[config.mk]
export PLATFORM = sky130hd
export DESIGN_NAME = pct_channel
export DESIGN_NICKNAME = d
export VERILOG_FILES = /design/src/logic/pct_pkg.sv /design/src/logic/pct_channel.sv /design/src/logic/pct_prescaler.sv
export SDC_FILE = /design/constraint.sdc
export NUM_CORES = 1
export LEC_CHECK = 0
export BUFFER_PORTS_ARGS = -buffer_cell sky130_fd_sc_hd__buf_2
export CORE_UTILIZATION = 45
export CTS_BUF_LIST = sky130_fd_sc_hd__clkbuf_16
export DETAILED_ROUTE_END_ITERATION = 7
export PLACE_DENSITY = 0.66
export SYNTH_ARGS = -nofsm -noshare
export SYNTH_HDL_FRONTEND = slang
export SYNTH_SLANG_ARGS = --single-unit
[constraint.sdc]
create_clock -name hclk -period 9.06 [get_ports hclk]
set_input_delay 0.453 -clock hclk [delete_from_list [all_inputs] [get_ports hclk]]
set_output_delay 0.453 -clock hclk [all_outputs]
set_load 0.01 [all_outputs]
[src/logic/pct_pkg.sv]
// Package for the compare/capture pulse timer channel: register map, layouts, constants
package pct_pkg;

  // ************************************************************
  // Register indices (byte address is four times the index)
  // ************************************************************
  localparam logic [15:0] PCT_IDX_CLK = 16'h5068; // Count clock control
  localparam logic [15:0] PCT_IDX_CTL = 16'h5400; // Counter control
  localparam logic [15:0] PCT_IDX_CNT = 16'h5402; // Counter value
  localparam logic [15:0] PCT_IDX_CCC = 16'h5404; // Compare/capture control
  localparam logic [15:0] PCT_IDX_UA = 16'h5406; // Unit A data
  localparam logic [15:0] PCT_IDX_UB = 16'h5408; // Unit B data
  localparam logic [15:0] PCT_IDX_IEN = 16'h540a; // Interrupt enable
  localparam logic [15:0] PCT_IDX_IFL = 16'h540c; // Interrupt flags

  // ************************************************************
  // Field codes and reset values
  // ************************************************************
  localparam logic [1:0] PCT_SRC_RC = 2'h0;   // Internal RC oscillator
  localparam logic [1:0] PCT_SRC_SLOW = 2'h1; // Slow crystal oscillator
  localparam logic [1:0] PCT_SRC_FAST = 2'h2; // Fast crystal oscillator
  localparam logic [1:0] PCT_SRC_EXT = 2'h3;  // External clock input
  localparam logic [3:0] PCT_DIV_SLOW_MAX = 4'h8; // Largest slow divider code
  localparam logic [1:0] PCT_WAVE_OFF = 2'h0; // Output held off
  localparam logic [1:0] PCT_WAVE_AB = 2'h1;  // Rise on A, fall on B
  localparam logic [1:0] PCT_WAVE_TA = 2'h2;  // Toggle on A
  localparam logic [1:0] PCT_WAVE_TB = 2'h3;  // Toggle on B
  localparam int PCT_CTL_CLR_BIT = 1;         // Write-only counter clear
  localparam int PCT_FLG_W = 6;               // Flag and enable width
  localparam int PCT_CNT_W = 16;              // Counter width
  localparam logic [15:0] PCT_RST_16 = 16'h0000; // Reset of 16-bit values

  // ************************************************************
  // Register layouts
  // ************************************************************
  typedef struct packed {
    logic [3:0] divider;   // Divide by 2**divider
    logic [1:0] source;    // Count clock source
    logic multi_mode;      // Multi-counter mode
    logic clock_gate;      // Count clock enable
  } pct_clk_t;

  typedef struct packed {
    logic half_rate;       // Half clock mode
    logic [1:0] choice;    // Counter used by comparators
    logic buffering;       // Compare buffering
    logic single_shot;     // One-shot count
    logic clear;           // Always stored as zero
    logic run;             // Counter run
  } pct_ctl_t;

  typedef struct packed {
    logic [1:0] cap_b_edge;  // Capture B trigger
    logic [1:0] wave_b;      // Output B waveform
    logic [1:0] rsv_hi;      // Reads zero
    logic inv_b;             // Output B invert
    logic func_b;            // Unit B capture mode
    logic [1:0] cap_a_edge;  // Capture A trigger
    logic [1:0] wave_a;      // Output A waveform
    logic [1:0] rsv_lo;      // Reads zero
    logic inv_a;             // Output A invert
    logic func_a;            // Unit A capture mode
  } pct_ccc_t;

  localparam pct_clk_t PCT_CLK_RST = '0; // Clock control reset
  localparam pct_ctl_t PCT_CTL_RST = '0; // Counter control reset
  localparam pct_ccc_t PCT_CCC_RST = '0; // Compare/capture reset

endpackage

[src/logic/pct_channel.sv]
// Compare/capture pulse timer channel with AHB-Lite register slave
`timescale 1ns/10ps
// Summary of operation
// - Divide count clock by two to divider power, slow source capped at code 8
// - Two-bit source selects RC, slow, fast, external
// - Multi mode bit in clock control
// - Gate bit supplies or stops count clock
// - Half clock mode bit at six
// - Counter select picks one of four counters
// - Buffer bit buffers compares; one-shot or repeat
// - Clear bit zeroes counter, reads zero
// - Run bit counts, zero holds
// - Capture trigger: none, rise, fall, both
// - Unit B has own capture trigger
// - Output B waveform independent, same codes
// - Output B invert bit
// - Unit A capture or compare mode
// - Unit B capture or compare mode
// - Two sixteen-bit data registers reset zero
// - Six interrupt enable bits
// - Events set flags, write one clears
module pct_channel
  import pct_pkg::*;
#(
  parameter logic [1:0] CHAN_ID = 2'h0
) (
  // Clock and reset
  input wire logic hclk,
  input wire logic hresetn,
  // AHB-Lite slave
  input wire logic hsel,
  input wire logic [31:0] haddr,
  input wire logic [1:0] htrans,
  input wire logic hwrite,
  input wire logic [2:0] hsize,
  input wire logic [31:0] hwdata,
  input wire logic hready,
  output logic hreadyout,
  output logic hresp,
  output logic [31:0] hrdata,
  // Count clock sources, one-cycle ticks or a level
  input wire logic rc_osc_tick,
  input wire logic slow_osc_tick,
  input wire logic fast_osc_tick,
  input wire logic ext_clk_in,
  // Counters of the other channels
  input wire logic [3:0][15:0] peer_count,
  // Capture inputs
  input wire logic capture_a_in,
  input wire logic capture_b_in,
  // Pulse outputs and request
  output logic timer_output_a,
  output logic timer_output_b,
  output logic irq
);

  // ************************************************************
  // Helpers
  // ************************************************************

  // Edge match against a two-bit trigger code
  function automatic logic edge_hit(input logic [1:0] trg, input logic rise,
                                    input logic fall);
    edge_hit = (trg[0] & rise) | (trg[1] & fall);
  endfunction

  // ************************************************************
  // Registers and state
  // ************************************************************
  pct_clk_t clk_ff; // Count clock control
  pct_ctl_t ctl_ff; // Counter control
  pct_ccc_t ccc_ff; // Compare/capture control
  logic [15:0] cnt_ff; // Own counter
  logic [15:0] unit_a_ff; // Unit A data
  logic [15:0] unit_b_ff; // Unit B data
  logic [15:0] shadow_a_ff; // Active buffered compare A
  logic [15:0] shadow_b_ff; // Active buffered compare B
  logic [5:0] ien_ff; // Interrupt enables
  logic [5:0] flg_ff; // Interrupt flags
  logic irq_ff; // Request
  logic wave_a_ff; // Output A waveform state
  logic wave_b_ff; // Output B waveform state
  logic out_a_ff; // Output A pin
  logic out_b_ff; // Output B pin
  logic half_ff; // Half clock phase
  logic ext_q_ff; // Previous external clock
  logic cap_a_q_ff; // Previous capture A input
  logic cap_b_q_ff; // Previous capture B input
  logic [15:0] sel_q_ff; // Previous selected counter
  // Bus state
  logic wr_ff; // Write data phase
  logic rd_ff; // Read wait cycle
  logic [15:0] adr_ff; // Latched register index
  logic [31:0] hrdata_ff; // Read data

  // ************************************************************
  // Bus slave
  // ************************************************************
  logic acc; // Accepted address phase
  logic [15:0] wd; // Write data, low half
  logic wr_clk, wr_ctl, wr_ccc, wr_ua, wr_ub, wr_ien, wr_ifl;

  assign acc = hsel & htrans[1] & hready;
  assign wd = hwdata[15:0];
  assign wr_clk = wr_ff && adr_ff == PCT_IDX_CLK;
  assign wr_ctl = wr_ff && adr_ff == PCT_IDX_CTL;
  assign wr_ccc = wr_ff && adr_ff == PCT_IDX_CCC;
  assign wr_ua = wr_ff && adr_ff == PCT_IDX_UA;
  assign wr_ub = wr_ff && adr_ff == PCT_IDX_UB;
  assign wr_ien = wr_ff && adr_ff == PCT_IDX_IEN;
  assign wr_ifl = wr_ff && adr_ff == PCT_IDX_IFL;
  // Reads wait one cycle, writes finish at once
  assign hreadyout = ~rd_ff;
  assign hresp = 1'b0;
  assign hrdata = hrdata_ff;

  // Address phase capture
  always_ff @(posedge hclk or negedge hresetn) begin
    if (!hresetn) begin
      wr_ff <= 1'b0;
      rd_ff <= 1'b0;
      adr_ff <= '0;
    end else begin
      wr_ff <= acc & hwrite;
      rd_ff <= acc & ~hwrite;
      if (acc) begin
        adr_ff <= haddr[17:2];
      end
    end
  end

  // Read mux, unmapped reads return zero
  always_ff @(posedge hclk or negedge hresetn) begin
    if (!hresetn) begin
      hrdata_ff <= '0;
    end else if (rd_ff) begin
      unique case (adr_ff)
        PCT_IDX_CLK: hrdata_ff <= {24'h00_0000, clk_ff};
        PCT_IDX_CTL: hrdata_ff <= {25'h000_0000, ctl_ff};
        PCT_IDX_CNT: hrdata_ff <= {16'h0000, cnt_ff};
        PCT_IDX_CCC: hrdata_ff <= {16'h0000, ccc_ff};
        PCT_IDX_UA: hrdata_ff <= {16'h0000, unit_a_ff};
        PCT_IDX_UB: hrdata_ff <= {16'h0000, unit_b_ff};
        PCT_IDX_IEN: hrdata_ff <= {26'h000_0000, ien_ff};
        PCT_IDX_IFL: hrdata_ff <= {26'h000_0000, flg_ff};
        default: hrdata_ff <= '0;
      endcase
    end
  end

  // ************************************************************
  // Control registers
  // ************************************************************

  // Clock, capture and enable configuration
  always_ff @(posedge hclk or negedge hresetn) begin
    if (!hresetn) begin
      clk_ff <= PCT_CLK_RST;
      ccc_ff <= PCT_CCC_RST;
      ien_ff <= '0;
    end else begin
      if (wr_clk) begin
        clk_ff <= pct_clk_t'(wd[7:0]);
      end
      if (wr_ccc) begin
        ccc_ff <= pct_ccc_t'(wd & 16'hf3f3);
      end
      if (wr_ien) begin
        ien_ff <= wd[5:0];
      end
    end
  end

  // ************************************************************
  // Count clock
  // ************************************************************
  logic src_tick; // Selected source tick
  logic [3:0] div_eff; // Divider code in use
  logic pre_tick; // Divided enable
  logic cnt_tick; // Counter advance enable
  logic ext_rise; // External clock rising edge

  assign ext_rise = ext_clk_in & ~ext_q_ff;

  // Source choice and slow oscillator divider limit
  always_comb begin
    unique case (clk_ff.source)
      PCT_SRC_RC: src_tick = rc_osc_tick;
      PCT_SRC_SLOW: src_tick = slow_osc_tick;
      PCT_SRC_FAST: src_tick = fast_osc_tick;
      PCT_SRC_EXT: src_tick = ext_rise;
    endcase
    div_eff = clk_ff.divider;
    if (clk_ff.source == PCT_SRC_SLOW && div_eff > PCT_DIV_SLOW_MAX) begin
      div_eff = PCT_DIV_SLOW_MAX;
    end
  end

  // Divider for the count clock
  pct_prescaler u_pre (
    .hclk(hclk),
    .hresetn(hresetn),
    .gate(clk_ff.clock_gate),
    .src_tick(src_tick),
    .divider(div_eff),
    .tick(pre_tick)
  );

  // Half clock mode counts on every second divided tick
  assign cnt_tick = pre_tick & (~ctl_ff.half_rate | half_ff);

  // Edge history for external clock, captures and half phase
  always_ff @(posedge hclk or negedge hresetn) begin
    if (!hresetn) begin
      ext_q_ff <= 1'b0;
      cap_a_q_ff <= 1'b0;
      cap_b_q_ff <= 1'b0;
      half_ff <= 1'b0;
    end else begin
      ext_q_ff <= ext_clk_in;
      cap_a_q_ff <= capture_a_in;
      cap_b_q_ff <= capture_b_in;
      if (pre_tick) begin
        half_ff <= ~half_ff;
      end
    end
  end

  // ************************************************************
  // Counter
  // ************************************************************
  logic [15:0] cmp_a; // Compare A in use
  logic [15:0] cmp_b; // Compare B in use
  logic wrap; // Own counter hits compare B
  logic clr_req; // Software clear

  assign cmp_a = ctl_ff.buffering ? shadow_a_ff : unit_a_ff;
  assign cmp_b = ctl_ff.buffering ? shadow_b_ff : unit_b_ff;
  assign wrap = cnt_tick & ctl_ff.run & (cnt_ff == cmp_b);
  assign clr_req = wr_ctl & wd[PCT_CTL_CLR_BIT];

  // Counter value and its run control
  always_ff @(posedge hclk or negedge hresetn) begin
    if (!hresetn) begin
      cnt_ff <= PCT_RST_16;
      ctl_ff <= PCT_CTL_RST;
    end else begin
      if (wr_ctl) begin
        ctl_ff <= pct_ctl_t'(wd[6:0] & 7'h7d);
      end else if (wrap && ctl_ff.single_shot) begin
        ctl_ff.run <= 1'b0;
      end
      if (clr_req) begin
        cnt_ff <= PCT_RST_16;
      end else if (wrap) begin
        cnt_ff <= PCT_RST_16;
      end else if (cnt_tick && ctl_ff.run) begin
        cnt_ff <= cnt_ff + 16'h0001;
      end
    end
  end

  // Buffered compare values load at each counter wrap
  always_ff @(posedge hclk or negedge hresetn) begin
    if (!hresetn) begin
      shadow_a_ff <= PCT_RST_16;
      shadow_b_ff <= PCT_RST_16;
    end else if (wrap || clr_req || !ctl_ff.buffering) begin
      shadow_a_ff <= unit_a_ff;
      shadow_b_ff <= unit_b_ff;
    end
  end

  // ************************************************************
  // Compare and capture
  // ************************************************************
  logic [15:0] sel_cnt; // Counter seen by comparators
  logic moved; // Selected counter changed
  logic hit_a, hit_b; // Compare matches
  logic cap_a, cap_b; // Capture events

  // Multi mode follows the chosen counter, own one otherwise
  assign sel_cnt = (clk_ff.multi_mode && ctl_ff.choice != CHAN_ID) ?
                   peer_count[ctl_ff.choice] : cnt_ff;
  assign moved = sel_cnt != sel_q_ff;
  assign hit_a = moved & (sel_cnt == cmp_a) & ~ccc_ff.func_a;
  assign hit_b = moved & (sel_cnt == cmp_b) & ~ccc_ff.func_b;
  assign cap_a = ccc_ff.func_a & edge_hit(ccc_ff.cap_a_edge,
                 capture_a_in & ~cap_a_q_ff, ~capture_a_in & cap_a_q_ff);
  assign cap_b = ccc_ff.func_b & edge_hit(ccc_ff.cap_b_edge,
                 capture_b_in & ~cap_b_q_ff, ~capture_b_in & cap_b_q_ff);

  // Unit data: software writes, captures latch the counter
  always_ff @(posedge hclk or negedge hresetn) begin
    if (!hresetn) begin
      unit_a_ff <= PCT_RST_16;
      unit_b_ff <= PCT_RST_16;
      sel_q_ff <= PCT_RST_16;
    end else begin
      sel_q_ff <= sel_cnt;
      if (cap_a) begin
        unit_a_ff <= sel_cnt;
      end else if (wr_ua) begin
        unit_a_ff <= wd;
      end
      if (cap_b) begin
        unit_b_ff <= sel_cnt;
      end else if (wr_ub) begin
        unit_b_ff <= wd;
      end
    end
  end

  // ************************************************************
  // Flags and request
  // ************************************************************
  logic [5:0] evt; // Events this cycle
  logic [5:0] nxt_flg; // Next flag value

  assign evt = {cap_b & flg_ff[3], cap_a & flg_ff[2], cap_b, cap_a, hit_b, hit_a};

  // Write one clears, a same-cycle event wins
  always_comb begin
    nxt_flg = flg_ff;
    if (wr_ifl) begin
      nxt_flg = flg_ff & ~wd[5:0];
    end
    nxt_flg = nxt_flg | evt;
  end

  // Flag register and request
  always_ff @(posedge hclk or negedge hresetn) begin
    if (!hresetn) begin
      flg_ff <= '0;
      irq_ff <= 1'b0;
    end else begin
      flg_ff <= nxt_flg;
      irq_ff <= |(flg_ff & ien_ff);
    end
  end
  assign irq = irq_ff;

  // ************************************************************
  // Waveform outputs
  // ************************************************************
  logic nxt_wave_a, nxt_wave_b; // Next waveform states

  // Waveform for one output from its mode
  function automatic logic wave_next(input logic [1:0] md, input logic cur,
                                     input logic ha, input logic hb);
    unique case (md)
      PCT_WAVE_OFF: wave_next = 1'b0;
      PCT_WAVE_AB: wave_next = ha ? 1'b1 : (hb ? 1'b0 : cur);
      PCT_WAVE_TA: wave_next = cur ^ ha;
      PCT_WAVE_TB: wave_next = cur ^ hb;
    endcase
  endfunction

  assign nxt_wave_a = wave_next(ccc_ff.wave_a, wave_a_ff, hit_a, hit_b);
  assign nxt_wave_b = wave_next(ccc_ff.wave_b, wave_b_ff, hit_a, hit_b);

  // Output pins carry the waveform through the invert bits
  always_ff @(posedge hclk or negedge hresetn) begin
    if (!hresetn) begin
      wave_a_ff <= 1'b0;
      wave_b_ff <= 1'b0;
      out_a_ff <= 1'b0;
      out_b_ff <= 1'b0;
    end else begin
      wave_a_ff <= nxt_wave_a;
      wave_b_ff <= nxt_wave_b;
      out_a_ff <= nxt_wave_a ^ ccc_ff.inv_a;
      out_b_ff <= nxt_wave_b ^ ccc_ff.inv_b;
    end
  end
  assign timer_output_a = out_a_ff;
  assign timer_output_b = out_b_ff;
endmodule

[src/logic/pct_prescaler.sv]
// Count clock divider that turns source ticks into divided count enables
`timescale 1ns/10ps
module pct_prescaler
  import pct_pkg::*;
#(
  parameter int DIV_W = 15
) (
  // Clock and reset
  input wire logic hclk,
  input wire logic hresetn,
  // Control
  input wire logic gate,
  input wire logic src_tick,
  input wire logic [3:0] divider,
  // Divided enable
  output logic tick
);

  logic [DIV_W-1:0] cnt_ff; // Source tick count
  logic tick_ff; // Divided enable pulse
  logic [DIV_W-1:0] mask; // Terminal count

  // Terminal count is 2**divider minus one
  assign mask = DIV_W'((32'd1 << divider) - 32'd1);
  assign tick = tick_ff;

  // Count source ticks while the clock is gated on
  always_ff @(posedge hclk or negedge hresetn) begin
    if (!hresetn) begin
      cnt_ff <= '0;
      tick_ff <= 1'b0;
    end else if (!gate) begin
      // Stopped clock holds the divider at zero
      cnt_ff <= '0;
      tick_ff <= 1'b0;
    end else if (src_tick && cnt_ff >= mask) begin
      cnt_ff <= '0;
      tick_ff <= 1'b1;
    end else begin
      if (src_tick) begin
        cnt_ff <= cnt_ff + DIV_W'(1);
      end
      tick_ff <= 1'b0;
    end
  end

endmodule

==> key figures <==
Route
  – DRT iter0 DRCs: 726
  – DRC Markers: 0
  – Drt wl/cell: 20.19 um
  – Drt via density: 5.830
  – Drt total wl: 30550 um
  – Detail Route Antenna Nets: 0
  – Vias: 8821
  – DR pass1 iterations: 5

Min path
  – Worst hold path type: in2async

Power and ir drop
  – Power per cell area: 183.1 nW/um^2
  – Worst vdd ir: 0.1249 mV
  – P_leak: 0.005515 uW

Logic synthesis
  – Yosys reg bits: 193
  – Synth top area cells: dfrtp_1, mux2_2, mux2i_1, nand2_1, xnor2_1
  – Syn Inst Count: 1113
  – Synth area leader: dfrtp_1
  – Top FF cell, synth: dfrtp_1
  – FFs w/ async S/R, synth: 1.000
  – Seq/Total Area, Yosys: 0.4240
  – Syn Std Cell Area: 11390 sq um
  – Synth top area share: 0.4240
  – Post-synth EDFFs: 0
  – Ys Warns: 0
  – Mean Syn Cell Area: 10.23 sq um
  – Synth unique cells: 78

STA
  – Fmax: 0.2268 GHz
  – Tightest Pin Transition: 1.245 ns
  – Fin crit share: 0.4866
  – Slew headroom: 0.1679
  – Max Slew Vio Count: 0
  – Final setup fails: 0
  – Clock skew: 0.01391 ns
  – Worst Hold Slack: 0.03240 ns
  – Setup TNS: 0 ns
  – Final hold vios: 0
  – RSZ-0062 raised after global routing: no
  – Final Critical Period: 4.408 ns

Layout
  – Final net count: 1338
  – Share of layout cells above drive strength 1: 0.2372
  – Layout area overhead: 10.59%
  – N_diodes: 0

GRT
  – Total track usage: 0.2431
  – Largest net degree at the start of global routing: 83
  – Number of antenna violations at the first check in global routing: 1
  – First-pass GRT wire length: 48440 um
  – Grt ovf: 0
  – Vias in the first global route: 8367

Placed design
  – Routability cong.: 0.9041
  – DP Wirelength: 21470 um
  – IO buf count: 111

Die
  – I/O pin cnt: 181
  – Die Area: 25950 sq um
  – Initial Util: 0.4630
  – FP Rows: 57
  – Core Region: 24600 sq um
  – DIE WIDTH: 161.1 um
  – Die Height: 161.1 um

Worst setup path
  – Worst Setup Start Kind: register
  – FF-to-FF Start: clk_ff[1]
  – Crit. Startpoint: clk_ff[1]
  – WP data required: 9.36 ns
  – Critical path class: reg2reg
  – Crit path max fanout: 22
  – CP Capture Type: register
  – Crit path DAT: 4.71 ns

Flow run
  – Max-cap check violation count: 0

Clock network
  – Clock latency on the worst-skew pair: 0.45 ns
  – Post-CTS setup buffer count: 0
  – Clk pin slew, worst setup/hold paths: 0.08 ns
  – # clock sinks: 193
  – CTS buffer count: 17
  – Resized cells post-CTS: 0
  – Clock Root Buffer: clkbuf_16
  – H-tree level count: 4
  – Hold buffers post-CTS: 0
  – CTS max path bufs: 2
  – CTS tree: done

Status
  – Run status: finished, final reports clean
-- layout make-up --
cell class              instances  area (sq um)
fillers                      2251         12010
multi-input cells             802          5946
flip-flops and latches        193          4831
repair buffers                123         654.4
clock buffers                  17         425.4
well taps                     324         405.4
clock inverters                15         188.9
inverters                      39         146.4
-- synthesized netlist by cell type, drive strengths merged, types with 5 or more instances --
master,instances
nor2b,5
o2bb2ai,15
o221ai,17
a21o,5
a222oi,7
a31oi,34
a221oi,10
nor2,63
nand2,114
a22o,10
ha,18
nand4,13
a22oi,11
and3,11
nand3,34
nor3,16
clkbuf,53
inv,37
buf,42
xnor2,40
nand4bb,11
a21oi,21
xor2,38
o21a,6
nand2b,7
dfrtp,193
nor4,15
mux2,100
mux2i,49
o21ai,50
-- path summary, 6_finish.rpt --
path	cells past startpoint	slack [ns]	end
setup / recovery	9	4.65	timer_output_b
setup reg to reg	9	4.65	timer_output_b
max in group asynchronous	2	7.74	ctl_ff[3]
hold / removal	1	0.03	adr_ff[13]
hold reg to reg	1	0.48	hrdata[7]
min in group hclk	1	0.12	ext_q_ff
-- critical path, cell delays in order, from the launching register on --
cell and delay (ns):
dfrtp_1 0.96, nand2_4 0.35, o221ai_2 0.50, xnor2_1 0.20, nand4_1 0.18, or4_1 0.48, a211oi_2 0.96, nor4b_1 0.14
nor4b_1 0.38, nand4_1 0.12
-- per-stage QoR --
step | cells | area (sq um) | setup slack, ns | total power [uW] | util
2_1_floorplan | 1129 | 11450 | 5.332 | 1383 | -
3_3_place_gp | 1481 | 11980 | 4.787 | 1501 | 0.4870
3_5_place_dp | 1481 | 11980 | 4.707 | 1514 | 0.4870
4_1_cts | 1513 | 12600 | 4.683 | 2311 | 0.5120
5_1_grt | 1513 | 12600 | 4.393 | 2412 | 0.5120
6_report | 1513 | 12600 | 4.652 | 2306 | 0.5120
-- flip-flops by register name (all words and copies together), names as in the netlist, 6 cells and up --
register	flops
adr_ff	16
ccc_ff	12
clk_ff	8
cnt_ff	16
ctl_ff	6
flg_ff	6
hrdata	16
ien_ff	6
sel_q_ff	16
shadow_a_ff	16
shadow_b_ff	16
u_pre.cnt_ff	15
unit_a_ff	16
unit_b_ff	16
-- per-layer routing --
layer | wire, um | global-route usage | vias to the layer above
met1 | 14070 | 0.3540 | 4337
met2 | 13870 | 0.3670 | 336
met4 | 499 | 0.06690 | 0
met5 | 0 | 0 | -
met3 | 2110 | 0.04777 | 32
li1 | - | - | 4116
-- power breakdown --
part           internal (uW)  switching, uW
registers                961            101
logic                    208            233
clock network            423            380
total                   1590            714
-- kinds of logic after synthesis --
| kind of cell | after synthesis | synth area share |
|---|---|---|
| DFF | 193 | 0.4240 |
| and+or+nand+nor | 324 | 0.1461 |
| AOI/OAI and AO/OA | 215 | 0.1433 |
| xor gates and xnor gates | 78 | 0.05997 |
| muxes | 150 | 0.1465 |
| adders and majority gates | 18 | 0.01977 |
| buffers and inverters | 134 | 0.05997 |
| other | 1 | 0.0003292 |
-- cells in the final DEF, fill, tap and decap left out, types with 7 or more instances in the layout --
master	synthesis	routed
nand4_1	13	13
a21oi_1	19	19
buf_2	7	110
inv_1	37	37
o2bb2ai_1	15	15
nand3_1	34	34
o21ai_0	48	48
a31oi_1	34	34
a222oi_1	7	7
and3_1	11	11
mux2_4	8	8
mux2i_1	49	49
a221oi_1	10	10
nor3_1	16	16
clkbuf_16	0	17
a22o_1	10	10
nor2_1	63	63
a22oi_1	11	11
nor4_1	13	13
conb_1	1	17
nand2b_1	7	7
xnor2_1	40	40
o221ai_2	9	9
nand2_1	113	112
nand4bb_1	11	11
ha_1	18	18
buf_4	23	12
xor2_1	38	38
dfrtp_1	193	192
mux2_2	89	89
No activity file was read; power rests on OpenSTA's default activity.
